## config.mk

```make
export PLATFORM = sky130hd
export DESIGN_NAME = fscp_port
export DESIGN_NICKNAME = d
export VERILOG_FILES = /design/src/fscp_port.v
export VERILOG_INCLUDE_DIRS = /design/src /design/src/src
export SDC_FILE = /design/constraint.sdc
export NUM_CORES = 1
export LEC_CHECK = 0
export ABC_AREA = 1
export BUFFER_PORTS_ARGS = -buffer_cell sky130_fd_sc_hd__buf_2
export CORE_MARGIN = 3
export CORE_UTILIZATION = 45
export DETAILED_ROUTE_END_ITERATION = 6
export PLACE_DENSITY = 0.73
export SETUP_SLACK_MARGIN = 0.02
export SYNTH_ARGS = -nofsm -noshare
export SYNTH_HDL_FRONTEND = slang
export SYNTH_SLANG_ARGS = --single-unit
```

## constraint.sdc

```tcl
create_clock -name clock -period 2.15 [get_ports clock]
set_clock_uncertainty 0.2 [all_clocks]
set_input_delay 0.1075 -clock clock [delete_from_list [all_inputs] [get_ports clock]]
set_output_delay 0.1075 -clock clock [all_outputs]
set_load 0.02 [all_outputs]
```

## src/fscp_map.vh

```
/*
 * Constants of the fanout serial configuration port: register indices,
 * field positions, reset values and frame layout.
 * Assumes inclusion by bare name from the design files.
 */
`ifndef FSCP_MAP_VH
`define FSCP_MAP_VH

// ****************************************
// Frame layout
// ****************************************
`define FSCP_FRAME_BITS      5'h10
`define FSCP_DATA_BITS       4'h9
`define FSCP_CHIP_ADDR       3'h1

// ****************************************
// Register indices
// ****************************************
`define FSCP_REG_READ_SEL    4'h0
`define FSCP_REG_GLOBAL_EN   4'h1
`define FSCP_REG_OUT_EN      4'h2
`define FSCP_REG_RX_CFG      4'h3
`define FSCP_REG_RF_GAIN     4'h4
`define FSCP_REG_BIAS        4'h5

// ****************************************
// Field positions
// ****************************************
`define FSCP_SOFT_RESET_BIT  4
`define FSCP_GLOBAL_EN_BIT   0
`define FSCP_BIAS_SEL_BIT    1
`define FSCP_RX_TERM_BIT     2
`define FSCP_ZIN50_BIT       3
`define FSCP_RF_TOGGLE_BIT   4

// ****************************************
// Reset values
// ****************************************
`define FSCP_RST_READ_SEL    9'h000
`define FSCP_RST_GLOBAL_EN   9'h001
`define FSCP_RST_OUT_EN      9'h0FF
`define FSCP_RST_RX_CFG      9'h00A
`define FSCP_RST_RF_GAIN     9'h007
`define FSCP_RST_BIAS        9'h03A

`endif

```

## src/fscp_port.v

```verilog
/*
 * Serial configuration port of a clock fanout buffer: shift register,
 * strobe commit, register bank, readback shifter and decoded controls.
 * Assumes shift clock, data-in, strobe and pins are asynchronous to
 * clock; shift clock is far slower than clock so edges are found by
 * sampling. Serial control holds only while control_mode_pin is low.
 */
// Notes on behaviour
// - Device samples data-in on the first nine rising shift-clock edges.
// - Device captures register address on rising edges ten to thirteen.
// - Device captures chip address on rising edges fourteen to sixteen.
// - Strobe rising edge commits data to addressed register if chip matched.
// - Device shifts in sixteen bits while shifting out the selected register.
// - Data-out is released when received chip address is not ours.
// - Low four bits of register zero pick the register shifted out.
// - Writing one to register zero bit four restores all defaults.
// - Reading register zero returns a fixed nine-bit identity word.
// - Register one bit zero is global enable, resets to one.
// - Register two bits zero to seven enable the eight outputs, reset one.
// - Register three holds bias select, rx termination and input impedance.
// - Register three bit four XORs with the RF enable pin.
// - Register four three-bit code sets RF level, resets to seven.
// - Data-out carries the selected register, writes included, while the last whole frame matched and control_mode_pin is low.
`timescale 1ns/10ps
`include "fscp_map.vh"

module fscp_port #(
    parameter [8:0] IDENTITY_WORD = 9'h0A5 // Arbitrary neutral value
)(
    input  wire        clock,
    input  wire        arst_n,
    input  wire        clk_en,
    input  wire        shift_clk,
    input  wire        serial_in_line,
    input  wire        frame_strobe,
    input  wire        control_mode_pin,
    input  wire        rf_output_enable_pin,
    output reg         serial_out_line,
    output reg         serial_out_oe,
    output reg         chip_active,
    output reg  [7:0]  output_enable_bus,
    output reg         internal_bias_select,
    output reg         internal_rx_termination,
    output reg         input_term_50,
    output reg         rf_output_on,
    output reg  [2:0]  rf_level_code
);

    // ****************************************
    // Readback source select
    // ****************************************
    function [8:0] read_mux;
        input [3:0] idx;
        input [8:0] r1;
        input [8:0] r2;
        input [8:0] r3;
        input [8:0] r4;
        input [8:0] r5;
        begin
            case (idx)
                `FSCP_REG_READ_SEL:  read_mux = IDENTITY_WORD;
                `FSCP_REG_GLOBAL_EN: read_mux = r1;
                `FSCP_REG_OUT_EN:    read_mux = r2;
                `FSCP_REG_RX_CFG:    read_mux = r3;
                `FSCP_REG_RF_GAIN:   read_mux = r4;
                `FSCP_REG_BIAS:      read_mux = r5;
                default:             read_mux = 9'h000;
            endcase
        end
    endfunction

    // ****************************************
    // Input synchronisers
    // ****************************************
    // Bit order: shift clock, data, strobe, mode pin, rf pin
    wire [4:0] async_in;
    reg  [4:0] sync1_r;
    reg  [4:0] sync2_r;
    reg  [4:0] prev_r;

    assign async_in = {shift_clk, serial_in_line, frame_strobe, control_mode_pin,
                       rf_output_enable_pin};

    genvar gi;
    generate
        for (gi = 0; gi < 5; gi = gi + 1)
        begin : g_sync
            always @(posedge clock or negedge arst_n)
            begin
                if (!arst_n)
                begin
                    sync1_r[gi] <= 1'b0;
                    sync2_r[gi] <= 1'b0;
                    prev_r[gi]  <= 1'b0;
                end
                else if (clk_en)
                begin
                    sync1_r[gi] <= async_in[gi];
                    sync2_r[gi] <= sync1_r[gi];
                    prev_r[gi]  <= sync2_r[gi];
                end
            end
        end
    endgenerate

    wire sck_s    = sync2_r[4];
    wire din_s    = sync2_r[3];
    wire stb_s    = sync2_r[2];
    wire mode_s   = sync2_r[1];
    wire rfpin_s  = sync2_r[0];
    wire sck_rise = sck_s & ~prev_r[4];
    wire stb_rise = stb_s & ~prev_r[2];
    wire serial_on = ~mode_s;

    // ****************************************
    // Frame shifter and register bank
    // ****************************************
    reg  [15:0] shift_r;
    reg  [4:0]  bit_cnt_r;
    reg  [8:0]  out_shift_r;
    reg         addr_ok_r;
    reg  [8:0]  reg0_r;
    reg  [8:0]  reg1_r;
    reg  [8:0]  reg2_r;
    reg  [8:0]  reg3_r;
    reg  [8:0]  reg4_r;
    reg  [8:0]  reg5_r;

    wire [8:0]  frame_data = shift_r[15:7];
    wire [3:0]  frame_reg  = shift_r[6:3];
    wire [2:0]  frame_chip = shift_r[2:0];
    wire [8:0]  sel_word   = read_mux(reg0_r[3:0], reg1_r, reg2_r, reg3_r,
                                      reg4_r, reg5_r);
    wire        shift_now  = sck_rise & serial_on & ~stb_s;
    // Soft reset is a single commit; no bit of it remains stored
    wire        do_commit  = stb_rise & serial_on & (frame_chip == `FSCP_CHIP_ADDR);
    wire        soft_rst   = do_commit & (frame_reg == `FSCP_REG_READ_SEL) &
                             frame_data[`FSCP_SOFT_RESET_BIT];

    // ****************************************
    // Frame shift register and bit counter
    // ****************************************
    // Data, reg and chip fields fall in place, MSB first
    always @(posedge clock or negedge arst_n)
    begin
        if (!arst_n)
            shift_r <= 16'h0000;
        else if (clk_en && shift_now)
            shift_r <= {shift_r[14:0], din_s};
    end

    // Saturates at sixteen so an overlong frame still counts as whole
    always @(posedge clock or negedge arst_n)
    begin
        if (!arst_n)
            bit_cnt_r <= 5'h00;
        else if (clk_en)
        begin
            if (stb_rise)
                bit_cnt_r <= 5'h00;
            else if (shift_now && bit_cnt_r != `FSCP_FRAME_BITS)
                bit_cnt_r <= bit_cnt_r + 5'h01;
        end
    end

    // Only a frame seen whole updates the match flag
    always @(posedge clock or negedge arst_n)
    begin
        if (!arst_n)
            addr_ok_r <= 1'b1;
        else if (clk_en && stb_rise && bit_cnt_r == `FSCP_FRAME_BITS)
            addr_ok_r <= (frame_chip == `FSCP_CHIP_ADDR);
    end

    // Reload only between shifts; a reload on the first rise would repeat bit eight
    always @(posedge clock or negedge arst_n)
    begin
        if (!arst_n)
            out_shift_r <= 9'h000;
        else if (clk_en)
        begin
            if (shift_now)
                out_shift_r <= {out_shift_r[7:0], 1'b0};
            else if (stb_s || bit_cnt_r == 5'h00)
                out_shift_r <= sel_word;
        end
    end

    // ****************************************
    // Register bank
    // ****************************************
    function reg_hit;
        input [3:0] idx;
        input [3:0] target;
        input       commit;
        begin
            reg_hit = commit & (idx == target);
        end
    endfunction

    // Read select; the soft-reset bit is never stored
    always @(posedge clock or negedge arst_n)
    begin
        if (!arst_n)
            reg0_r <= `FSCP_RST_READ_SEL;
        else if (clk_en)
        begin
            if (soft_rst)
                reg0_r <= `FSCP_RST_READ_SEL;
            else if (reg_hit(frame_reg, `FSCP_REG_READ_SEL, do_commit))
                reg0_r <= frame_data;
        end
    end

    // Global enable
    always @(posedge clock or negedge arst_n)
    begin
        if (!arst_n)
            reg1_r <= `FSCP_RST_GLOBAL_EN;
        else if (clk_en)
        begin
            if (soft_rst)
                reg1_r <= `FSCP_RST_GLOBAL_EN;
            else if (reg_hit(frame_reg, `FSCP_REG_GLOBAL_EN, do_commit))
                reg1_r <= frame_data;
        end
    end

    // Output buffer enables
    always @(posedge clock or negedge arst_n)
    begin
        if (!arst_n)
            reg2_r <= `FSCP_RST_OUT_EN;
        else if (clk_en)
        begin
            if (soft_rst)
                reg2_r <= `FSCP_RST_OUT_EN;
            else if (reg_hit(frame_reg, `FSCP_REG_OUT_EN, do_commit))
                reg2_r <= frame_data;
        end
    end

    // Receiver configuration; reserved bits are stored but drive nothing
    always @(posedge clock or negedge arst_n)
    begin
        if (!arst_n)
            reg3_r <= `FSCP_RST_RX_CFG;
        else if (clk_en)
        begin
            if (soft_rst)
                reg3_r <= `FSCP_RST_RX_CFG;
            else if (reg_hit(frame_reg, `FSCP_REG_RX_CFG, do_commit))
                reg3_r <= frame_data;
        end
    end

    // RF gain code
    always @(posedge clock or negedge arst_n)
    begin
        if (!arst_n)
            reg4_r <= `FSCP_RST_RF_GAIN;
        else if (clk_en)
        begin
            if (soft_rst)
                reg4_r <= `FSCP_RST_RF_GAIN;
            else if (reg_hit(frame_reg, `FSCP_REG_RF_GAIN, do_commit))
                reg4_r <= frame_data;
        end
    end

    // Bias word: reserved, kept only for readback
    always @(posedge clock or negedge arst_n)
    begin
        if (!arst_n)
            reg5_r <= `FSCP_RST_BIAS;
        else if (clk_en)
        begin
            if (soft_rst)
                reg5_r <= `FSCP_RST_BIAS;
            else if (reg_hit(frame_reg, `FSCP_REG_BIAS, do_commit))
                reg5_r <= frame_data;
        end
    end

    // ****************************************
    // Serial output pins
    // ****************************************
    always @(posedge clock or negedge arst_n)
    begin
        if (!arst_n)
        begin
            serial_out_line <= 1'b0;
            serial_out_oe   <= 1'b0;
        end
        else if (clk_en)
        begin
            serial_out_line <= out_shift_r[8];
            serial_out_oe   <= addr_ok_r & serial_on;
        end
    end

    // ****************************************
    // Decoded controls
    // ****************************************
    always @(posedge clock or negedge arst_n)
    begin
        if (!arst_n)
        begin
            chip_active             <= 1'b1;
            output_enable_bus       <= 8'hFF;
            internal_bias_select    <= 1'b1;
            internal_rx_termination <= 1'b0;
            input_term_50           <= 1'b1;
            rf_output_on            <= 1'b0;
            rf_level_code           <= 3'h7;
        end
        else if (clk_en)
        begin
            chip_active             <= reg1_r[`FSCP_GLOBAL_EN_BIT];
            output_enable_bus       <= reg2_r[7:0];
            internal_bias_select    <= reg3_r[`FSCP_BIAS_SEL_BIT];
            internal_rx_termination <= reg3_r[`FSCP_RX_TERM_BIT];
            input_term_50           <= reg3_r[`FSCP_ZIN50_BIT];
            // Code zero turns the RF stage off regardless of the pin
            rf_output_on            <= (reg3_r[`FSCP_RF_TOGGLE_BIT] ^ rfpin_s) &
                                       (reg4_r[2:0] != 3'h0);
            rf_level_code           <= reg4_r[2:0];
        end
    end

endmodule

```

==> results.toml, run 1 <==
[timing]
slew_headroom = 0.6800
rsz0062_at_grt = "no"
hold_violations = 0
period_share = 0.9284
setup_viol = 0
tns_ns = 0
worst-slew-pin-transition_ns = 0.4800
period_needed_ns = 1.996
fmax_mhz = 501.0
final-max-slew-violation-count = 0
holdWs_ns = 0.04769
setup_ws_ns = 0.1538

[route]
drc = 0
wl_per_cell_microns = 15.64
routed_via_density = 5.344
first_pass_iters = 5
num_vias = 4350
postRouteAntennaNets = 0
first_iter_violations = 395
drt_wl_total_microns = 12730

[place]
dp_slack_ns = 0.1775
place.port_buffers = 25
place_congestion = 0.8814
dp_cells = 789
dp_hpwl_microns = 8754

[die]
core_area_sq_um = 10980
die_y_microns = 112.6
rows = 38
start_util = 0.4653
die_w_microns = 112.6
ioPinCount = 26
die-area_sq_um = 12670

[global_route]
grt_overflow = 0
globalRouteTotalUtil = 0.2119
grt_pass1_vias = 4232
antenna_found_initial = 0
grt_max_degree = 46
grt_pass1_wl_microns = 21310

[pwr]
power.share.clock = 0.285
intPower_mw = 4.095
power_density_nw_per_um2 = 1069
switching_share = 0.3501
leakagePower_nw = 3.000
p_comb_frac = 0.240
ir_drop_uv = 478.9
switchingPower_mw = 2.205
seqPwrFrac = 0.475

[finish]
stdcell_count = 814
drive_above_1_share = 0.1721
seqCellArea_sq_um = 2794
multi_input_area_sq_um = 2071
area_growth_syn_to_layout_pct = 15.38
antenna_cells = 0
nets = 679
fillers = 1005

[yosys]
yosys.area.top_type = "dfrtp_1"
yosysMostFrequentCell = "nand2_1"
synthArstFlopShare = 1.000
synth.yosys.seq_area_share = 0.5468
yosysTopAreaCellShare = 0.3771
ys_types = 28
netlist_area_sq_um = 5110
synth_nets = 638
syn_inst = 628
netlist_top_cells_count = "nand2_1, dfrtp_1, nand3_1"
ys_seq_elements = 110
synthTopCellsByArea = "dfrtp_1, nand2_1, dfstp_2"
ys.flop_type = "dfrtp_1"
synth_edf_count = 0
avgSynthCellArea_sq_um = 8.137
yosys_warnings = 0

[critical_path]
criticalPathCategory = "flip-flop to flip-flop"
worstPathArrival_ns = 2.05
crit_fanout = 11
endpoint_kind = "flip-flop"
required_ns = 2.20
worstSetupStartpointType = "flip-flop"

[run_status]
status = "completed"

[clock_network]
clk_path_buf_depth = 2
worstSkewPairLatency_ns = 0.35
post-cts-setup-buffer-count = 0
root_buffer = "clkbuf_16"
cts_buffers = 9
cts_sinks = 110
cts_tree = "yes"
cts_max_level = 3
clkTransAtPathRegs_ns = 0.08

[worst_hold_path]
hp-class = "input pin to asynchronous set/reset pin"

[flow_run]
drv_cap = 0
==> critical path: stages (launching register included) <==
cell and delay, ns:
dfrtp_1 0.42, nor2_2 0.13, inv_1 0.07, nor2_1 0.25, nand3_4 0.22, buf_4 0.25, nand2_1 0.08, inv_1 0.11
nand3_1 0.10, nand2_1 0.06
==> worst paths after layout <==
kind | start | depth (start not counted) | endpoint | slack, ns
setup / recovery | shift_r[6]$_DFFE_PN0P_ | 9 | reg1_r[7]$_DFFE_PN0P_ | 0.15
hold / removal | arst_n | 2 | reg5_r[2]$_DFFE_PN0P_ | 0.05
setup reg to reg | shift_r[6]$_DFFE_PN0P_ | 9 | reg1_r[7]$_DFFE_PN0P_ | 0.15
hold reg to reg | output_enable_bus[7]$_DFFE_PN1P_ | 2 | output_enable_bus[7]$_DFFE_PN1P_ | 0.26
max in group asynchronous | arst_n | 3 | reg2_r[4]$_DFFE_PN1P_ | 1.06
min in group clock | output_enable_bus[7]$_DFFE_PN1P_ | 2 | output_enable_bus[7]$_DFFE_PN1P_ | 0.26
==> power groups by stage <==
| stage | Sequential [mW] | Combinational (mW) | Clock (mW) |
|---|---|---|---|
| CTS | 2.98 | 1.50 | 1.82 |
| global placement | 2.99 | 1.42 | 0 |
| floorplan | 2.99 | 0.944 | 0 |
| finish | 2.99 | 1.51 | 1.80 |
| global route | 3.05 | 1.73 | 1.90 |
| detailed placement | 3.01 | 1.48 | 0 |
==> sequential cells by signal, indices dropped and copies added (netlist names), 3 cells and up <==
name,count
output_enable_bus,8
reg3_r,9
reg5_r,9
shift_r,16
out_shift_r,9
rf_level_code,3
bit_cnt_r,5
sync1_r,5
reg1_r,9
reg0_r,4
reg2_r,9
reg4_r,9
==> layout make-up <==
| cell class | count | share of cell area |
|---|---|---|
| Inverter | 40 | 0.02547 |
| Timing Repair Buffer | 51 | 0.06494 |
| Multi-Input combinational cell | 457 | 0.3512 |
| Sequential cell | 110 | 0.4739 |
| Clock buffer | 10 | 0.04244 |
| Tap cell | 140 | 0.02971 |
| Clock inverter | 6 | 0.01231 |
==> timing repair <==
item / 4_1_cts / 5_1_grt
hold endpoints to repair: 96 / 0
setup endpoints to repair: 0 / 4
gates resized for setup: 0 / 2
hold buffers: 9 / 0
==> logic make-up after synthesis <==
family | count (synthesis) | synth area share
compound gates | 59 | 0.06733
xor+xnor | 1 | 0.001714
fa+ha+maj | 2 | 0.004896
buf+inv | 61 | 0.04946
flops | 110 | 0.5468
simple gates | 395 | 0.3298
==> per-layer routing <==
metal,global-route usage,part of all wire
met4,0.09696,0.030
met2,0.3282,0.46
met5,0,0
met3,0.03288,0.056
met1,0.2946,0.45
==> metrics by stage <==
stage               instance area (sq um)  total power [mW]    util
global placement                     5475             4.410  0.4985
global route                         5896             6.680  0.5368
floorplan                            5110             3.934       -
finish                               5896             6.300  0.5368
CTS                                  5888             6.301  0.5361
detailed placement                   5475             4.486  0.4985
==> layout by cell type (no fill, tap or decap), types with 9 or more instances in the layout <==
master / instances
nand4_1: 18
buf_4: 15
dlygate4sd3_1: 9
o21ai_0: 30
nand3_1: 63
nor2_1: 22
dfrtp_1: 77
nand2_1: 273
clkbuf_16: 10
buf_2: 24
o21ai_1: 12
inv_1: 35
dfstp_2: 33
No activity file was read; power rests on OpenSTA's default activity.
==> run 2, diff against run 1 <==
- CORE_UTILIZATION: 45 -> 40
- PLACE_DENSITY: 0.73 -> 0.67
- RECOVER_POWER: unset -> 25
==> run 2 against run 1 <==
Cell area shrank 0.70%. Worst hold slack gained 0.17 ns. Utilization shrank 5.9 points. Sequential power is essentially flat. Final cell count grew 3.8%. Non-clock buffer count grew 3. Total power shrank 4.4%. Worst setup slack gained 0.018 ns. Combinational power shrank 3%. Critical path depth is the same. Sequential share of layout area grew 0.33 points. Clock power shrank 13%. Largest cell class unchanged. Largest power group unchanged.
==> results.toml, run 2 (same netlist as run 1, synthesis figures left out) <==
[route]
wl_per_cell_microns = 14.60
drt_wl_total_microns = 12340
postRouteAntennaNets = 0
routed_via_density = 5.032
drc = 0
first_iter_violations = 502
num_vias = 4252
first_pass_iters = 5

[die]
start_util = 0.4167
die-area_sq_um = 14170
rows = 40
core_area_sq_um = 12260
die_y_microns = 119.0
ioPinCount = 26
die_w_microns = 119.0

[global_route]
globalRouteTotalUtil = 0.1834
grt_max_degree = 72
grt_pass1_vias = 4078
grt_pass1_wl_microns = 20810
antenna_found_initial = 0
grt_overflow = 0

[place]
dp_hpwl_microns = 8710
place.port_buffers = 25
place_congestion = 0.9060
dp_slack_ns = 0.1277

[clock_network]
clk_path_buf_depth = 2
cts_sinks = 110
clkTransAtPathRegs_ns = 0.07
root_buffer = "clkbuf_16"
cts_buffers = 9
worstSkewPairLatency_ns = 0.36
cts_tree = "yes"
cts_max_level = 3

[critical_path]
endpoint_kind = "flip-flop"
worstPathArrival_ns = 2.03
worstSetupStartpointType = "flip-flop"
criticalPathCategory = "flip-flop to flip-flop"
r2r_slack_ns = 0.17
crit_fanout = 13
r2r_cells = 9
required_ns = 2.20

[finish]
nets = 682
utilization = 0.4774
largest_register = "shift_r"
antenna_cells = 0
mostFrequentLayoutCells = "nand2_1, dfrtp_1, nand3_1, inv_1, dfstp_2"
layout_commonest_cell = "nand2_1"
drive_above_1_share = 0.1669
area_growth_syn_to_layout_pct = 14.57
largest_reg_flops = 16

[run_status]
status = "completed"

[pwr]
ir_drop_uv = 423.9
leakagePower_nw = 2.951
power_density_nw_per_um2 = 1029

[timing]
rsz0062_at_grt = "no"
period_needed_ns = 1.978
slew_headroom = 0.3872
hold_violations = 0
tns_ns = 0
fmax_mhz = 505.4
final-max-slew-violation-count = 0
worst-slew-pin-transition_ns = 0.9193
setup_ws_ns = 0.1715
setup_viol = 0
period_share = 0.9202

[flow_run]
drv_cap = 0

[worst_hold_path]
hp-class = "input pin to asynchronous set/reset pin"
[run 2: changes by cell type in the layout (fill, tap and decap cells not counted), moves of 3 or more]
cell | previous run | this run
buf_12 | 3 | 0
clkinv_4 | 0 | 3
clkbuf_1 | 0 | 7
buf_2 | 24 | 19
inv_6 | 4 | 0
[run 2: worst max-delay path, stage by stage (launching register included)]
cell and delay (ns):
dfrtp_1 0.42, inv_2 0.08, nor2_4 0.12, nand2_2 0.09, nor2_4 0.15, nand3_4 0.22, o21ai_4 0.24, nand2_4 0.18
nand2_1 0.11, nand2_1 0.06
[run 2: layout make-up]
cell class,instances,area (sq um)
sequential,110,2794
multi-input combinational,457,2068
tap,168,210.2
fill,1167,6407
clock buffer,9,225.2
inverter,40,150.1
timing repair buffer,54,355.3
clock inverter,7,51.30
[run 2: metal layers]
layer | global-route usage | routed length [microns] | vias to the layer above
met5 | 0 | 0 | -
met4 | 0.07676 | 296 | 0
met3 | 0.02184 | 468 | 19
met2 | 0.2964 | 5846 | 96
met1 | 0.2504 | 5725 | 2039
li1 | - | - | 2098
[run 2: what timing repair did]
item	in CTS	in global routing
setup endpoints to repair	0	27
hold buffers	9	0
buffers inserted	0	1
hold endpoints to repair	51	0
resized for setup	0	2
[run 2: through the flow]
| step | hold slack [ns] | cells | instance area [sq um] | power (mW) |
|---|---|---|---|---|
| finish | 0.2201 | 845 | 5854 | 6.025 |
| global route | 0.2751 | 845 | 5854 | 6.428 |
| CTS | 0.07984 | 844 | 5867 | 6.053 |
| detailed placement | -0.08331 | 819 | 5500 | 4.475 |
| global placement | -0.08749 | 819 | 5500 | 4.419 |
| floorplan | -0.3881 | 628 | 5110 | 3.934 |
[run 2: power by group]
group	switching [mW]	total, mW	internal [mW]
sequential	0.386	3.00	2.61
clock	0.774	1.56	0.788
combinational	0.984	1.47	0.484
total	2.14	6.02	3.88
[run 2: path summary, 6_finish.rpt]
| path | startpoint | end |
|---|---|---|
| max | stb_s$_DFFE_PN0P_ | reg4_r[7]$_DFFE_PN0P_ |
| min | arst_n | reg1_r[1]$_DFFE_PN0P_ |
| max reg2reg | stb_s$_DFFE_PN0P_ | reg4_r[7]$_DFFE_PN0P_ |
| min reg2reg | chip_active$_DFFE_PN1P_ | chip_active$_DFFE_PN1P_ |
| max in group asynchronous | arst_n | shift_r[0]$_DFFE_PN0P_ |
| min in group clock | chip_active$_DFFE_PN1P_ | chip_active$_DFFE_PN1P_ |
==> run 3, diff against run 2 <==
- BUFFER_PORTS_ARGS: -buffer_cell sky130_fd_sc_hd__buf_2 -> unset
- CAP_MARGIN: unset -> 20
- DONT_BUFFER_PORTS: unset -> 1
- PLACE_DENSITY: 0.67 -> 0.65
==> run 3 against run 2 <==
Largest power group unchanged. The run now ends with negative hold slack left. Routed wire length is 2.2% higher. Cell area is 2.3% lower. Register-to-register slack better by 0.08 ns.
==> results.toml, run 3 (same netlist as run 1, synthesis figures left out) <==
[route]
wl_met3_microns = 569
routed_via_density = 5.129
wl_per_cell_microns = 15.45
top_layer_used = "met4"
num_vias = 4185
met1_length_microns = 5572
first_pass_iters = 5
drt_wl_total_microns = 12610
first_iter_violations = 419
drc = 0
route.met2.wl_microns = 6222
postRouteAntennaNets = 0

[clock_network]
cts_max_level = 3
clkTransAtPathRegs_ns = 0.07
worstSkewPairLatency_ns = 0.35
cts_buffers = 9
ctsHoldBuffers = 8
clk_path_buf_depth = 2
cts_tree = "yes"
cts_sinks = 110
root_buffer = "clkbuf_16"

[timing]
rsz0062_at_grt = "no"
worst-slew-pin-transition_ns = 0.3547
tns_ns = 0
holdWs_ns = -0.7410
final-max-slew-violation-count = 0
fmax_mhz = 508.4
slew_headroom = 0.7633
hold_violations = 110
period_share = 0.9148
setup_viol = 0
period_needed_ns = 1.967

[run_status]
failed_checks = "negative hold slack"
status = "finished with violations"

[finish]
largest_register = "shift_r"
seqCellArea_sq_um = 2794
area_growth_syn_to_layout_pct = 11.97
utilization = 0.4666
largest_reg_flops = 16
mostFrequentLayoutCells = "nand2_1, dfrtp_1, nand3_1, inv_1, dfstp_2"
multi_input_area_sq_um = 2078
nets = 653
antenna_cells = 0
layout_commonest_cell = "nand2_1"
fillers = 1175
drive_above_1_share = 0.1389

[critical_path]
r2r_cells = 9
worstPathArrival_ns = 2.00
required_ns = 2.18
worstSetupStartpointType = "input pin"
endpoint_kind = "flip-flop"
criticalPathCategory = "input pin to flip-flop"
crit_fanout = 41

[global_route]
grt_pass1_wl_microns = 20610
globalRouteTotalUtil = 0.1807
antenna_found_initial = 0
grt_pass1_vias = 4047
grt_max_degree = 111
grt_overflow = 0

[die]
die_w_microns = 119.0
rows = 40
die_y_microns = 119.0
core_area_sq_um = 12260
ioPinCount = 26
start_util = 0.4167
die-area_sq_um = 14170

[pwr]
leakagePower_nw = 2.829
intPower_mw = 3.883
p_comb_frac = 0.229
ir_drop_uv = 403.9
switching_share = 0.3517
switchingPower_mw = 2.107
seqPwrFrac = 0.514
power_density_nw_per_um2 = 1047
power.share.clock = 0.257
total_power_mw = 5.990

[worst_hold_path]
hp-class = "input pin to asynchronous set/reset pin"

[place]
dp_hpwl_microns = 8408
place.port_buffers = 0
place_congestion = 0.8765

[flow_run]
drv_cap = 0
-- run 3: cell types whose count changed in the layout (fill, tap and decap cells not counted), sizes merged --
| cell | delta |
|---|---|
| buf | -21 |
| clkinv | -4 |
| clkbuf | -3 |
| dlygate4sd3 | -2 |
| nand3 | +1 |
-- run 3: metrics by stage --
step                      cell area (sq um)  instances  worst slack (ns)
after detailed placement               5315        788           0.09575
final                                  5722        816            0.1831
after global placement                 5315        788            0.1326
after CTS                              5683        812           0.07648
after floorplan                        5110        628            0.4654
after global routing                   5722        816           0.05228
-- run 3: critical path, cell delays in order --
cell and delay [ns]:
dlygate4sd3_1 0.74, clkbuf_16 0.32, inv_1 0.09, nor2_2 0.19
buf_4 0.29, inv_2 0.11, nand2_1 0.08, o21ai_1 0.06
-- run 3: power by group through the flow --
stage	combinational, mW	sequential, mW	clock, mW
5_1_grt	1.56	3.14	1.67
4_1_cts	1.35	3.07	1.57
3_5_place_dp	1.30	3.10	0
2_1_floorplan	0.944	2.99	0
3_3_place_gp	1.26	3.08	0
6_report	1.37	3.08	1.54
-- run 3: area by class of cell --
type / instances / share of cell area
clock buffers: 13 / 0.04373
clock inverters: 3 / 0.003499
inverters: 40 / 0.02624
multi-input cells: 458 / 0.3632
flip-flops and latches: 110 / 0.4883
well taps: 168 / 0.03674
repair buffers: 24 / 0.03827
-- run 3: what timing repair did --
| action | CTS | global route |
|---|---|---|
| endpoints found under the setup margin | 0 | 25 |
| gates resized for setup | 0 | 3 |
| hold endpoints to repair | 201 | 110 |
| setup buffers | 0 | 2 |
-- run 3: layer usage --
metal,vias to the layer above,track usage
met5,-,0
met4,0,0.06734
met3,18,0.02707
met2,111,0.3063
met1,2009,0.2342
li1,2047,-
-- run 3: final timing paths --
path                                       startpoint                endpoint  slack, ns
worst max-delay path                           clk_en  shift_r[0]$_DFFE_PN0P_       0.18
worst min-delay path                           arst_n  sync1_r[4]$_DFFE_PN0P_      -0.74
worst max register to register      stb_s$_DFFE_PN0P_   reg3_r[1]$_DFFE_PN1P_       0.25
worst min register to register  reg5_r[1]$_DFFE_PN1P_   reg5_r[1]$_DFFE_PN1P_       0.27
max in group asynchronous                      arst_n   reg2_r[7]$_DFFE_PN1P_       2.26
min in group clock               rf_output_enable_pin  sync1_r[0]$_DFFE_PN0P_       0.22
